===== src/msh_pkg.sv =====
/*
 * Constants for the motor startup and handoff configuration bank.
 * Assumes one synchronous clock domain and a plain register access port.
 */
package msh_pkg;

	// ----------------------------------------
	// Addresses
	// ----------------------------------------
	localparam int          ADDR_W              = 8;
	localparam logic [7:0]  ADDR_STARTUP_TWO    = 8'h84;
	localparam logic [7:0]  ADDR_CLOSED_ONE     = 8'h86;

	// ----------------------------------------
	// Startup register field layout
	// ----------------------------------------
	localparam int          ACCEL2_MSB          = 17;
	localparam int          ACCEL2_LSB          = 13;
	localparam int          XFER_MSB            = 12;
	localparam int          XFER_LSB            = 8;
	localparam int          AUTO_BIT            = 7;
	localparam int          FIRST_BIT           = 6;
	localparam int          DUTY_MSB            = 5;
	localparam int          DUTY_LSB            = 2;

	// ----------------------------------------
	// Reset values and codes
	// ----------------------------------------
	localparam logic [4:0]  ACCEL2_RST          = 5'h00;
	localparam logic [4:0]  XFER_RST            = 5'h00;
	localparam logic [3:0]  DUTY_RST            = 4'h0;
	localparam logic [31:0] CLOSED_ONE_RST      = 32'h0000_0000;
	localparam logic [4:0]  ACCEL2_NO_LIMIT     = 5'h1f;
	localparam logic [9:0]  XFER_HZ_RST         = 10'h001;
	localparam logic [8:0]  DUTY_PM_RST         = 9'h00f;

	// ----------------------------------------
	// State
	// ----------------------------------------
	typedef struct packed {
		logic [4:0]  accel2;
		logic [4:0]  xfer_code;
		logic        auto_handoff;
		logic        first_zero;
		logic [3:0]  duty_code;
		logic [31:0] closed_one;
		logic [9:0]  xfer_hz;
		logic [8:0]  duty_pm;
		logic [31:0] rdata;
		logic        rvalid;
	} msh_state_t;

endpackage : msh_pkg


===== src/msh_regs.sv =====
/*
 * Startup settings two and closed loop settings one registers, with decoded
 * handoff frequency and minimum duty for the startup sequencer.
 * Assumes synchronous access strobes from the configuration interface.
 */
`timescale 1ns/10ps
`default_nettype none

// ----------------------------------------
// Function
// ----------------------------------------
// Function
// - Five-bit second open-loop acceleration code at bits 17:13, reset zero, 1Fh unlimited.
// - Five-bit handoff frequency code at bits 12:8, reset zero, 1 to 600 Hz.
// - Bit 7 set hands off automatically; clear uses the handoff frequency field.
// - Bit 6 clear uses slow initial cycle rate; set starts first cycle at 0 Hz.
// - Four-bit minimum duty code at bits 5:2, 1.5 to 30 percent, reset zero.
// - Thirty-two bit closed loop settings register at 86h, resets to all zero.

module msh_regs (
	// Clock and reset
	input  wire logic                     i_clk,
	input  wire logic                     i_rstn,
	input  wire logic                     i_ce,
	// Register access
	input  wire logic                     i_wr_en,
	input  wire logic                     i_rd_en,
	input  wire logic [msh_pkg::ADDR_W-1:0] i_addr,
	input  wire logic [31:0]              i_wdata,
	output logic      [31:0]              o_rdata,
	output logic                          o_rvalid,
	// Startup sequencer settings
	output logic      [4:0]               o_accel2_code,
	output logic                          o_accel2_no_limit,
	output logic      [4:0]               o_xfer_code,
	output logic      [9:0]               o_xfer_hz,
	output logic                          o_auto_handoff,
	output logic                          o_use_xfer_threshold,
	output logic                          o_first_zero_hz,
	output logic                          o_use_slow_initial_rate,
	output logic      [3:0]               o_duty_code,
	output logic      [8:0]               o_min_duty_permille,
	output logic      [31:0]              o_closed_one
);
	import msh_pkg::*;

	// ----------------------------------------
	// Decode tables
	// ----------------------------------------
	function automatic logic [9:0] xfer_hz_of(input logic [4:0] c);
		logic [9:0] hz;
		hz = 10'h000;
		if (c == 5'h00)
			hz = 10'h001;
		else if (c <= 5'h0a)
			hz = {3'h0, c, 2'h0};
		else if (c <= 5'h14)
			hz = 10'(10'd40 + 10'(c - 5'h0a) * 10'd5);
		else
			hz = 10'(10'd100 + 10'(c - 5'h15) * 10'd50);
		return hz;
	endfunction

	function automatic logic [8:0] duty_pm_of(input logic [3:0] c);
		logic [8:0] pm;
		pm = 9'h000;
		unique case (c)
			4'h0: pm = 9'd15;
			4'h1: pm = 9'd20;
			4'h2: pm = 9'd30;
			4'h3: pm = 9'd40;
			4'h4: pm = 9'd50;
			4'h5: pm = 9'd60;
			4'h6: pm = 9'd70;
			4'h7: pm = 9'd80;
			4'h8: pm = 9'd90;
			4'h9: pm = 9'd100;
			4'ha: pm = 9'd120;
			4'hb: pm = 9'd150;
			4'hc: pm = 9'd175;
			4'hd: pm = 9'd200;
			4'he: pm = 9'd250;
			4'hf: pm = 9'd300;
		endcase
		return pm;
	endfunction

	// ----------------------------------------
	// State
	// ----------------------------------------
	msh_state_t state_ff;
	msh_state_t nxt_state;
	logic       hit_startup;
	logic       hit_closed;
	logic [31:0] startup_view;

	assign hit_startup  = (i_addr == ADDR_STARTUP_TWO);
	assign hit_closed   = (i_addr == ADDR_CLOSED_ONE);
	assign startup_view = {14'h0, state_ff.accel2, state_ff.xfer_code,
		state_ff.auto_handoff, state_ff.first_zero, state_ff.duty_code,
		2'h0};

	always_comb begin
		nxt_state        = state_ff;
		nxt_state.rvalid = 1'b0;
		if (i_wr_en && hit_startup) begin
			nxt_state.accel2       = i_wdata[ACCEL2_MSB:ACCEL2_LSB];
			nxt_state.xfer_code    = i_wdata[XFER_MSB:XFER_LSB];
			nxt_state.auto_handoff = i_wdata[AUTO_BIT];
			nxt_state.first_zero   = i_wdata[FIRST_BIT];
			nxt_state.duty_code    = i_wdata[DUTY_MSB:DUTY_LSB];
		end
		if (i_wr_en && hit_closed) begin
			nxt_state.closed_one = i_wdata;
		end
		nxt_state.xfer_hz = xfer_hz_of(nxt_state.xfer_code);
		nxt_state.duty_pm = duty_pm_of(nxt_state.duty_code);
		if (i_rd_en) begin
			nxt_state.rvalid = 1'b1;
			if (hit_startup)
				nxt_state.rdata = startup_view;
			else if (hit_closed)
				nxt_state.rdata = state_ff.closed_one;
			else
				nxt_state.rdata = 32'h0000_0000;
		end
	end

	always_ff @(posedge i_clk) begin
		if (!i_rstn) begin
			state_ff              <= '0;
			state_ff.accel2       <= ACCEL2_RST;
			state_ff.xfer_code    <= XFER_RST;
			state_ff.duty_code    <= DUTY_RST;
			state_ff.closed_one   <= CLOSED_ONE_RST;
			state_ff.xfer_hz      <= XFER_HZ_RST;
			state_ff.duty_pm      <= DUTY_PM_RST;
		end else if (i_ce) begin
			state_ff <= nxt_state;
		end
	end

	// ----------------------------------------
	// Outputs
	// ----------------------------------------
	assign o_rdata                 = state_ff.rdata;
	assign o_rvalid                = state_ff.rvalid;
	assign o_accel2_code           = state_ff.accel2;
	assign o_accel2_no_limit       = (state_ff.accel2 == ACCEL2_NO_LIMIT);
	assign o_xfer_code             = state_ff.xfer_code;
	assign o_xfer_hz               = state_ff.xfer_hz;
	assign o_auto_handoff          = state_ff.auto_handoff;
	assign o_use_xfer_threshold    = ~state_ff.auto_handoff;
	assign o_first_zero_hz         = state_ff.first_zero;
	assign o_use_slow_initial_rate = ~state_ff.first_zero;
	assign o_duty_code             = state_ff.duty_code;
	assign o_min_duty_permille     = state_ff.duty_pm;
	assign o_closed_one            = state_ff.closed_one;

	// ----------------------------------------
	// Checks
	// ----------------------------------------
	accel2_write_a: assert property (@(posedge i_clk) disable iff (!i_rstn)
		i_ce && i_wr_en && hit_startup |=> o_accel2_code == $past(i_wdata[17:13]))
		else $error("accel2 field not written");
	xfer_decode_a: assert property (@(posedge i_clk) disable iff (!i_rstn)
		(o_xfer_code == 5'h1f |-> o_xfer_hz == 10'd600) and
		(o_xfer_code == 5'h00 |-> o_xfer_hz == 10'd1) and
		(o_xfer_code == 5'h0b |-> o_xfer_hz == 10'd45))
		else $error("handoff frequency decode wrong");
	auto_mode_a: assert property (@(posedge i_clk) disable iff (!i_rstn)
		i_ce && i_wr_en && hit_startup ##1 1'b1 |->
		o_use_xfer_threshold == !$past(i_wdata[7]))
		else $error("handoff method wrong");
	first_cycle_a: assert property (@(posedge i_clk) disable iff (!i_rstn)
		i_ce && i_wr_en && hit_startup |=> o_first_zero_hz == $past(i_wdata[6]) &&
		o_first_zero_hz != o_use_slow_initial_rate)
		else $error("first cycle select wrong");
	duty_decode_a: assert property (@(posedge i_clk) disable iff (!i_rstn)
		(o_duty_code == 4'h0 |-> o_min_duty_permille == 9'd15) and
		(o_duty_code == 4'hf |-> o_min_duty_permille == 9'd300) and
		(o_duty_code == 4'hc |-> o_min_duty_permille == 9'd175))
		else $error("minimum duty decode wrong");
	closed_reset_a: assert property (@(posedge i_clk)
		!i_rstn |=> o_closed_one == 32'h0000_0000 && o_xfer_code == 5'h00)
		else $error("reset value not zero");
	closed_rd_a: assert property (@(posedge i_clk) disable iff (!i_rstn)
		i_ce && i_rd_en && hit_closed && !i_wr_en |=> o_rvalid && o_rdata == o_closed_one)
		else $error("closed loop readback wrong");
	reserved_rd_a: assert property (@(posedge i_clk) disable iff (!i_rstn)
		i_ce && i_rd_en && hit_startup |=> o_rdata[1:0] == 2'h0 && o_rdata[31:18] == 14'h0)
		else $error("reserved bits not zero");
	freeze_a: assert property (@(posedge i_clk) disable iff (!i_rstn)
		i_rstn && !i_ce |=> $stable(o_closed_one) && $stable(o_duty_code) && $stable(o_rvalid))
		else $error("state moved while clock enable low");
	xfer_write_a: assert property (@(posedge i_clk) disable iff (!i_rstn)
		i_ce && i_wr_en && hit_startup |=> o_xfer_code == $past(i_wdata[12:8]))
		else $error("handoff code not written");
	duty_write_a: assert property (@(posedge i_clk) disable iff (!i_rstn)
		i_ce && i_wr_en && hit_startup |=> o_duty_code == $past(i_wdata[5:2]))
		else $error("duty code not written");
	closed_write_a: assert property (@(posedge i_clk) disable iff (!i_rstn)
		i_ce && i_wr_en && hit_closed |=> o_closed_one == $past(i_wdata))
		else $error("closed loop register not written");
	other_rd_a: assert property (@(posedge i_clk) disable iff (!i_rstn)
		i_ce && i_rd_en && !hit_startup && !hit_closed |=> o_rvalid && o_rdata == 32'h0)
		else $error("unmapped read not zero");
	rvalid_pulse_a: assert property (@(posedge i_clk) disable iff (!i_rstn)
		i_ce && !i_rd_en |=> !o_rvalid)
		else $error("read valid without read");
	rdata_hold_a: assert property (@(posedge i_clk) disable iff (!i_rstn)
		i_ce && !i_rd_en |=> $stable(o_rdata))
		else $error("read data moved without read");

	auto_cov_c:   cover property (@(posedge i_clk) disable iff (!i_rstn) $rose(o_auto_handoff));
	nolimit_cov_c: cover property (@(posedge i_clk) disable iff (!i_rstn) $rose(o_accel2_no_limit));
	closed_cov_c: cover property (@(posedge i_clk) disable iff (!i_rstn)
		i_ce && i_wr_en && hit_closed ##1 i_ce && i_rd_en && hit_closed);
	first_cov_c:  cover property (@(posedge i_clk) disable iff (!i_rstn) $rose(o_first_zero_hz));
	duty_top_c:   cover property (@(posedge i_clk) disable iff (!i_rstn) o_duty_code == 4'hf);

endmodule : msh_regs

`default_nettype wire


===== config.mk =====
export PLATFORM = sky130hd
export DESIGN_NAME = msh_regs
export DESIGN_NICKNAME = d
export VERILOG_FILES = /design/src/msh_pkg.sv /design/src/msh_regs.sv
export SDC_FILE = /design/constraint.sdc
export NUM_CORES = 1
export LEC_CHECK = 0
export BUFFER_PORTS_ARGS = -buffer_cell sky130_fd_sc_hd__buf_2
export CORE_MARGIN = 2
export CORE_UTILIZATION = 40
export DETAILED_ROUTE_END_ITERATION = 16
export PLACE_DENSITY_LB_ADDON = 0.1
export SYNTH_ARGS = -nofsm -noshare
export SYNTH_HDL_FRONTEND = slang
export SYNTH_SLANG_ARGS = --single-unit

===== constraint.sdc =====
create_clock -name i_clk -period 11.7 [get_ports i_clk]
set_input_delay 0.585 -clock i_clk [delete_from_list [all_inputs] [get_ports i_clk]]
set_output_delay 0.585 -clock i_clk [all_outputs]
set_load 0.02 [all_outputs]

==> metrics.json, run 1 <==
{
  "grt_start_max_net_pins": {"value": 94},
  "total_overflow_reported_by_the_global_router": {"value": 0},
  "multi_input_area": {"value": 3050, "unit": "µm²"},
  "cell_taking_the_most_area_after_synthesis": {"value": "sky130_fd_sc_hd__dfxtp_1"},
  "postCtsHoldBufs": {"value": 0},
  "fin_setup_tns": {"value": 0, "unit": "ps"},
  "rsz0062_at_grt": {"value": "no"},
  "hold_path.startpoint": {"value": "o_min_duty_permille[7]$_SDFFE_PN0P_"},
  "numClockSinks": {"value": 100},
  "synth_area_per_cell": {"value": 8.64, "unit": "µm²"},
  "dpl.hpwl": {"value": 10500, "unit": "µm"},
  "inserted_diodes": {"value": 0},
  "num_rows": {"value": 42},
  "yosys_most_used_dff": {"value": "sky130_fd_sc_hd__dfxtp_1"},
  "detailedPlace.worstSlack": {"value": 6540, "unit": "ps"},
  "finalWeightedCongestion": {"value": 0.862},
  "path_delay_family": {"value": "adder cells"},
  "switching_power": {"value": 0.194, "unit": "mW"},
  "layout_worst_path_cycle_share": {"value": 0.410},
  "cts_repair_resize_count": {"value": 0},
  "synth_warnings": {"value": 0},
  "timing_worst_slew_pin_value": {"value": 1120, "unit": "ps"},
  "syn_nets": {"value": 692},
  "timing.rr.start": {"value": "o_xfer_code[4]$_SDFFE_PN0P_"},
  "cellPowerDensity": {"value": 118, "unit": "nW/µm²"},
  "initial_antenna_violation_count": {"value": 0},
  "crit_path_max_incr_delay": {"value": 840, "unit": "ps"},
  "final-setup-viol-count": {"value": 0},
  "most-common-layout-cells": {"value": "sky130_fd_sc_hd__buf_2, sky130_fd_sc_hd__nand2_1, sky130_fd_sc_hd__dfxtp_1"},
  "finalMaxSlewViolations": {"value": 0},
  "synthDominantCellAreaShare": {"value": 0.376},
  "dp.cells": {"value": 905},
  "fmaxAchievable": {"value": 209, "unit": "MHz"},
  "floorplan.io_pins": {"value": 148},
  "p_leak": {"value": 2.92, "unit": "nW"},
  "cp_cell_sequence": {"value": "buf_2 > nor4b_4 > nand3_4 > mux2i_1 > xor2_1 > ha_1 > ha_1 > inv_1 > fa_1 > inv_1 > ha_1 > xor2_1 > a211oi_1 > xnor3_1 > o31ai_1"},
  "cts.root.buffer_cell": {"value": "sky130_fd_sc_hd__clkbuf_16"},
  "power_frac_clock": {"value": 0.433},
  "final-instance-count-excl-fill": {"value": 921},
  "critical_path_most_common_cell": {"value": "sky130_fd_sc_hd__ha_1"},
  "ir_worst_vdd": {"value": 58.8, "unit": "µV"},
  "die_h": {"value": 119, "unit": "µm"},
  "synth_edf_count": {"value": 0},
  "detail-route-antenna-nets": {"value": 0},
  "drt_iter0_drcs": {"value": 284},
  "h-tree-depth": {"value": 3},
  "num_vias": {"value": 4835},
  "worst_setup_path_end_kind": {"value": "flop"},
  "run_status": {"value": "completed"},
  "portBuffers": {"value": 147},
  "clock_insertion_delay_worst_skew": {"value": 350, "unit": "ps"},
  "wirelength": {"value": 15000, "unit": "µm"},
  "power.internal": {"value": 0.572, "unit": "mW"},
  "start_util": {"value": 0.405},
  "startpoint": {"value": "i_addr[0]"},
  "coreArea": {"value": 13100, "unit": "µm²"},
  "clock_path_buffers": {"value": 2},
  "filler_cell_count": {"value": 1325},
  "power.sequential.fraction": {"value": 0.456},
  "timing.critical_path.slowest_stage_cell": {"value": "sky130_fd_sc_hd__mux2i_1"},
  "asyncSetResetFlopFracSynth": {"value": 0},
  "synth_area": {"value": 5320, "unit": "µm²"},
  "worst_slew_margin_rel": {"value": 0.235},
  "postLayoutCoreUtil": {"value": 0.492},
  "critical_path.startpoint_type": {"value": "input pin"},
  "detail_route.wl_per_cell": {"value": 16.3, "unit": "µm"},
  "power.share.combinational": {"value": 0.111},
  "cts_post_setup_buffers_inserted": {"value": 0},
  "clkSlewWorstSetupHoldPaths": {"value": 70, "unit": "ps"},
  "cp_num_buf_inv": {"value": 3},
  "grt_pass1_vias": {"value": 4652},
  "skew": {"value": 6.33, "unit": "ps"},
  "tritoncts": {"value": "yes"},
  "ys_seq_elements": {"value": 100},
  "timing.hold.worst.class": {"value": "reg2reg"},
  "regArea": {"value": 2000, "unit": "µm²"},
  "critPathRequiredTime": {"value": 11960, "unit": "ps"},
  "nNetsFinal": {"value": 816},
  "flow.area_growth_from_synthesis": {"value": 21.6, "unit": "%"},
  "worst_path_class_setup": {"value": "in2reg"},
  "worst-endpoint-arrival": {"value": 5060, "unit": "ps"},
  "fraction_of_final_layout_cells_with_drive_strength_greater_than_1": {"value": 0.246},
  "vias_per_std_cell": {"value": 5.25},
  "die_w": {"value": 119, "unit": "µm"},
  "clock_period_minus_final_worst_setup_slack": {"value": 4790, "unit": "ps"},
  "cap_viol_max_count": {"value": 0},
  "wire_length_of_the_first_global_routing_pass": {"value": 24200, "unit": "µm"},
  "synth_cells": {"value": 616},
  "route.detailed.drc": {"value": 0},
  "netlist_top_cells_area": {"value": "sky130_fd_sc_hd__dfxtp_1, sky130_fd_sc_hd__nand2_1, sky130_fd_sc_hd__ha_1"},
  "grt.total_usage": {"value": 0.212},
  "cp_max_fo": {"value": 24},
  "synth_seq_area_share": {"value": 0.376},
  "final_common_cell": {"value": "sky130_fd_sc_hd__buf_2"},
  "power": {"value": 0.766, "unit": "mW"},
  "post_layout_worst_setup_margin": {"value": 6910, "unit": "ps"},
  "drt_pre_antenna_iters": {"value": 4},
  "cts-buffers-inserted": {"value": 9},
  "final_hold_viol_count": {"value": 0},
  "yosysUniqueCellTypes": {"value": 61},
  "share_of_total_power_consumed_by_net_switching": {"value": 0.253},
  "die_area": {"value": 14200, "unit": "µm²"}
}
[flip-flops by register name (all words and copies together), names as in the netlist]
| register | count |
|---|---|
| o_auto_handoff | 1 |
| o_accel2_code | 5 |
| o_duty_code | 4 |
| o_first_zero_hz | 1 |
| o_rvalid | 1 |
| o_xfer_code | 5 |
| o_xfer_hz | 10 |
| o_closed_one | 32 |
| o_rdata | 32 |
| o_min_duty_permille | 9 |
[power groups by stage]
stage	registers (mW)	clock network [mW]	logic, mW
global route	0.350	0.352	0.0945
finish	0.349	0.332	0.0853
CTS	0.349	0.340	0.0859
floorplan	0.363	0	0.0508
global placement	0.357	0	0.0842
detailed placement	0.357	0	0.0856
[Yosys cell counts (all sizes together) (2+ instances only)]
| cell | count |
|---|---|
| inv | 24 |
| buf | 13 |
| o211ai | 2 |
| nor2 | 35 |
| o21ai | 16 |
| dfxtp | 100 |
| nand3 | 22 |
| a211oi | 3 |
| nand2b | 4 |
| o21a | 5 |
| clkbuf | 28 |
| a21boi | 63 |
| mux2i | 18 |
| a221oi | 16 |
| or4b | 2 |
| a31oi | 2 |
| xor2 | 8 |
| mux2 | 4 |
| xnor2 | 9 |
| and2 | 4 |
| a21oi | 12 |
| fa | 5 |
| nand2 | 131 |
| o31ai | 5 |
| nor4b | 4 |
| nor3 | 4 |
| nor2b | 6 |
| o211a | 3 |
| a21o | 5 |
| nor3b | 17 |
| or3 | 3 |
| ha | 26 |
[path summary, 6_finish.rpt]
path | to | slack [ps] | depth (start not counted)
max | o_xfer_hz[9]$_SDFFE_PN0P_ | 6910 | 15
min | o_min_duty_permille[7]$_SDFFE_PN0P_ | 460 | 2
max reg2reg | o_xfer_hz[9]$_SDFFE_PN0P_ | 7670 | 12
min reg2reg | o_min_duty_permille[7]$_SDFFE_PN0P_ | 460 | 2
[per-stage QoR]
stage / hold slack, ps / area (µm²)
2_1_floorplan: 523 / 5320
3_3_place_gp: 434 / 6150
3_5_place_dp: 452 / 6150
4_1_cts: 458 / 6470
5_1_grt: 469 / 6470
6_report: 462 / 6470
[kinds of logic after synthesis]
group	after synthesis	synth area share
buffers and inverters	65	0.0515
XOR/XNOR	18	0.0322
AO/OA/AOI/OAI	144	0.198
flip-flops	100	0.376
adder cells (fa/ha/maj)	31	0.0799
multiplexers	23	0.0480
AND/OR/NAND/NOR	235	0.214
[tightest hold or removal path, cell delays in order (launching register included)]
cell                       delay [ps]
sky130_fd_sc_hd__dfxtp_1          310
sky130_fd_sc_hd__nand2_1           60
sky130_fd_sc_hd__a21boi_1          50
[routing by layer]
layer,vias up,GRT usage,routed length (µm)
met5,-,0,0
met4,0,0.0713,240
met3,18,0.0465,812
met2,124,0.339,6960
met1,2315,0.285,7030
li1,2378,-,-
[final cells by class]
class,instances,share of cell area
Clock inverter,6,0.0145
Sequential cell,100,0.309
Clock buffer,10,0.0354
Inverter,24,0.0139
Timing Repair Buffer,154,0.122
Multi-Input combinational cell,451,0.471
Tap cell,176,0.0340
No activity file was read; power rests on OpenSTA's default activity.
==> inputs of run 2 (changes only) <==
clock period = 3.86 ns   (was 11.7 ns; I/O delays follow)
==> run 2 against run 1 <==
Effect of this change: sequential power increased to 3.0 times the previous value; worst setup slack lost 6700 ps; core utilization rose by 1.8 points; critical path type is now reg2reg; critical path depth fell by 2; via count rose by 1.8%; register-to-register slack got worse by 7500 ps; first-iteration DRC count shrank 6.7%.
==> metrics.json, run 2 (same netlist as run 1, synthesis figures left out) <==
{
  "worst_path_class_setup": {"value": "reg2reg"},
  "reg2reg_slack": {"value": 190, "unit": "ps"},
  "final-setup-viol-count": {"value": 0},
  "clock_path_buffers": {"value": 2},
  "switching_power": {"value": 0.587, "unit": "mW"},
  "detailedPlace.worstSlack": {"value": -191, "unit": "ps"},
  "drt_iter0_drcs": {"value": 265},
  "cts-buffers-inserted": {"value": 9},
  "cap_viol_max_count": {"value": 0},
  "num_rows": {"value": 42},
  "numClockSinks": {"value": 100},
  "power.share.combinational": {"value": 0.114},
  "tritoncts": {"value": "yes"},
  "critical_path.startpoint_type": {"value": "flop"},
  "multi_input_area": {"value": 3070, "unit": "µm²"},
  "worst_slew_margin_rel": {"value": 0.318},
  "fmaxAchievable": {"value": 273, "unit": "MHz"},
  "timing_worst_slew_pin_value": {"value": 1020, "unit": "ps"},
  "worst-endpoint-arrival": {"value": 3940, "unit": "ps"},
  "finalWeightedCongestion": {"value": 0.807},
  "cellPowerDensity": {"value": 361, "unit": "nW/µm²"},
  "final_common_cell": {"value": "sky130_fd_sc_hd__buf_2"},
  "clkSlewWorstSetupHoldPaths": {"value": 70, "unit": "ps"},
  "dpl.hpwl": {"value": 10800, "unit": "µm"},
  "inserted_diodes": {"value": 0},
  "nNetsFinal": {"value": 839},
  "detail-route-antenna-nets": {"value": 0},
  "power_frac_clock": {"value": 0.448},
  "h-tree-depth": {"value": 3},
  "initial_antenna_violation_count": {"value": 0},
  "fraction_of_final_layout_cells_with_drive_strength_greater_than_1": {"value": 0.275},
  "clock_period_minus_final_worst_setup_slack": {"value": 3670, "unit": "ps"},
  "die_area": {"value": 14200, "unit": "µm²"},
  "wirelength": {"value": 15000, "unit": "µm"},
  "most-common-layout-cells": {"value": "sky130_fd_sc_hd__buf_2, sky130_fd_sc_hd__nand2_1, sky130_fd_sc_hd__dfxtp_1"},
  "regArea": {"value": 2000, "unit": "µm²"},
  "portBuffers": {"value": 147},
  "grt.total_usage": {"value": 0.215},
  "finalMaxSlewViolations": {"value": 0},
  "p_leak": {"value": 3.04, "unit": "nW"},
  "power": {"value": 2.42, "unit": "mW"},
  "grt_start_max_net_pins": {"value": 91},
  "route.detailed.drc": {"value": 0},
  "floorplan.io_pins": {"value": 148},
  "postLayoutCoreUtil": {"value": 0.510},
  "run_status": {"value": "completed"},
  "cp_max_fo": {"value": 9},
  "share_of_total_power_consumed_by_net_switching": {"value": 0.243},
  "total_overflow_reported_by_the_global_router": {"value": 0},
  "vias_per_std_cell": {"value": 5.21},
  "detail_route.wl_per_cell": {"value": 15.9, "unit": "µm"},
  "layout_worst_path_cycle_share": {"value": 0.950},
  "drt_pre_antenna_iters": {"value": 4},
  "critPathRequiredTime": {"value": 4130, "unit": "ps"},
  "clock_insertion_delay_worst_skew": {"value": 360, "unit": "ps"},
  "post_layout_worst_setup_margin": {"value": 193, "unit": "ps"},
  "timing.hold.worst.class": {"value": "in2reg"},
  "hold_slack": {"value": 69.4, "unit": "ps"},
  "die_w": {"value": 119, "unit": "µm"},
  "cts.root.buffer_cell": {"value": "sky130_fd_sc_hd__clkbuf_16"},
  "flow.area_growth_from_synthesis": {"value": 25.9, "unit": "%"},
  "dpl-instance-area": {"value": 6320, "unit": "µm²"},
  "grt_pass1_vias": {"value": 4868},
  "num_vias": {"value": 4920},
  "start_util": {"value": 0.405},
  "coreArea": {"value": 13100, "unit": "µm²"},
  "filler_cell_count": {"value": 1305},
  "ir_worst_vdd": {"value": 188, "unit": "µV"},
  "die_h": {"value": 119, "unit": "µm"},
  "power.sequential.fraction": {"value": 0.438},
  "postLayoutCellArea": {"value": 6700, "unit": "µm²"},
  "wire_length_of_the_first_global_routing_pass": {"value": 24600, "unit": "µm"},
  "power.internal": {"value": 1.83, "unit": "mW"},
  "worst_setup_path_end_kind": {"value": "flop"},
  "final_hold_viol_count": {"value": 0},
  "skew": {"value": 3.46, "unit": "ps"}
}
-- run 2: path summary, 6_finish.rpt --
check,startpoint,cells after the start,to
min,i_wdata[26],3,o_closed_one[26]$_SDFFE_PN0P_
min reg2reg,o_xfer_hz[1]$_SDFFE_PN0P_,2,o_xfer_hz[1]$_SDFFE_PN0P_
max,o_xfer_code[1]$_SDFFE_PN0P_,13,o_xfer_hz[9]$_SDFFE_PN0P_
max reg2reg,o_xfer_code[1]$_SDFFE_PN0P_,13,o_xfer_hz[9]$_SDFFE_PN0P_
-- run 2: repair_timing --
action                     4_1_cts  5_1_grt
buffers inserted                 0        1
hold endpoints to repair         0        0
gates resized for setup          0        3
setup endpoints to repair        0        1
hold buffers                     0        0
-- run 2: final cells by class --
type                       count  share of cell area
inverter                      24              0.0134
sequential                   100               0.299
clock buffer                  10              0.0357
timing repair buffer         177               0.143
multi-input combinational    451               0.458
tap                          176              0.0329
clock inverter                 6              0.0176
-- run 2: power groups by stage --
stage	clock network [mW]	logic, mW	registers (mW)
6_report	1.08	0.276	1.06
5_1_grt	1.15	0.303	1.06
4_1_cts	1.11	0.277	1.06
3_5_place_dp	0	0.276	1.08
3_3_place_gp	0	0.271	1.08
2_1_floorplan	0	0.156	1.10
-- run 2: stage by stage --
stage / cells / TNS (ps)
after floorplan: 616 / 0
after global placement: 927 / -101
after detailed placement: 927 / -240
after CTS: 943 / 0
after global routing: 944 / -22.2
final: 944 / 0
-- run 2: worst max-delay path, cell delays in order (launching register included) --
cell and delay, ps:
sky130_fd_sc_hd__dfxtp_1 480, sky130_fd_sc_hd__o21ai_0 130, sky130_fd_sc_hd__mux2i_1 240, sky130_fd_sc_hd__buf_4 170, sky130_fd_sc_hd__xnor2_2 120, sky130_fd_sc_hd__ha_1 260
sky130_fd_sc_hd__ha_1 310, sky130_fd_sc_hd__fa_1 480, sky130_fd_sc_hd__ha_1 360, sky130_fd_sc_hd__a21o_1 170, sky130_fd_sc_hd__a21oi_1 160, sky130_fd_sc_hd__xnor2_1 160
sky130_fd_sc_hd__xnor3_1 340, sky130_fd_sc_hd__o31ai_1 180
-- run 2: routing by layer --
| metal | part of all wire | global-route usage | vias to the layer above |
|---|---|---|---|
| met3 | 0.058 | 0.0522 | 15 |
| met5 | 0 | 0 | - |
| li1 | - | - | 2416 |
| met4 | 0.015 | 0.0816 | 0 |
| met2 | 0.48 | 0.356 | 127 |
| met1 | 0.45 | 0.272 | 2362 |
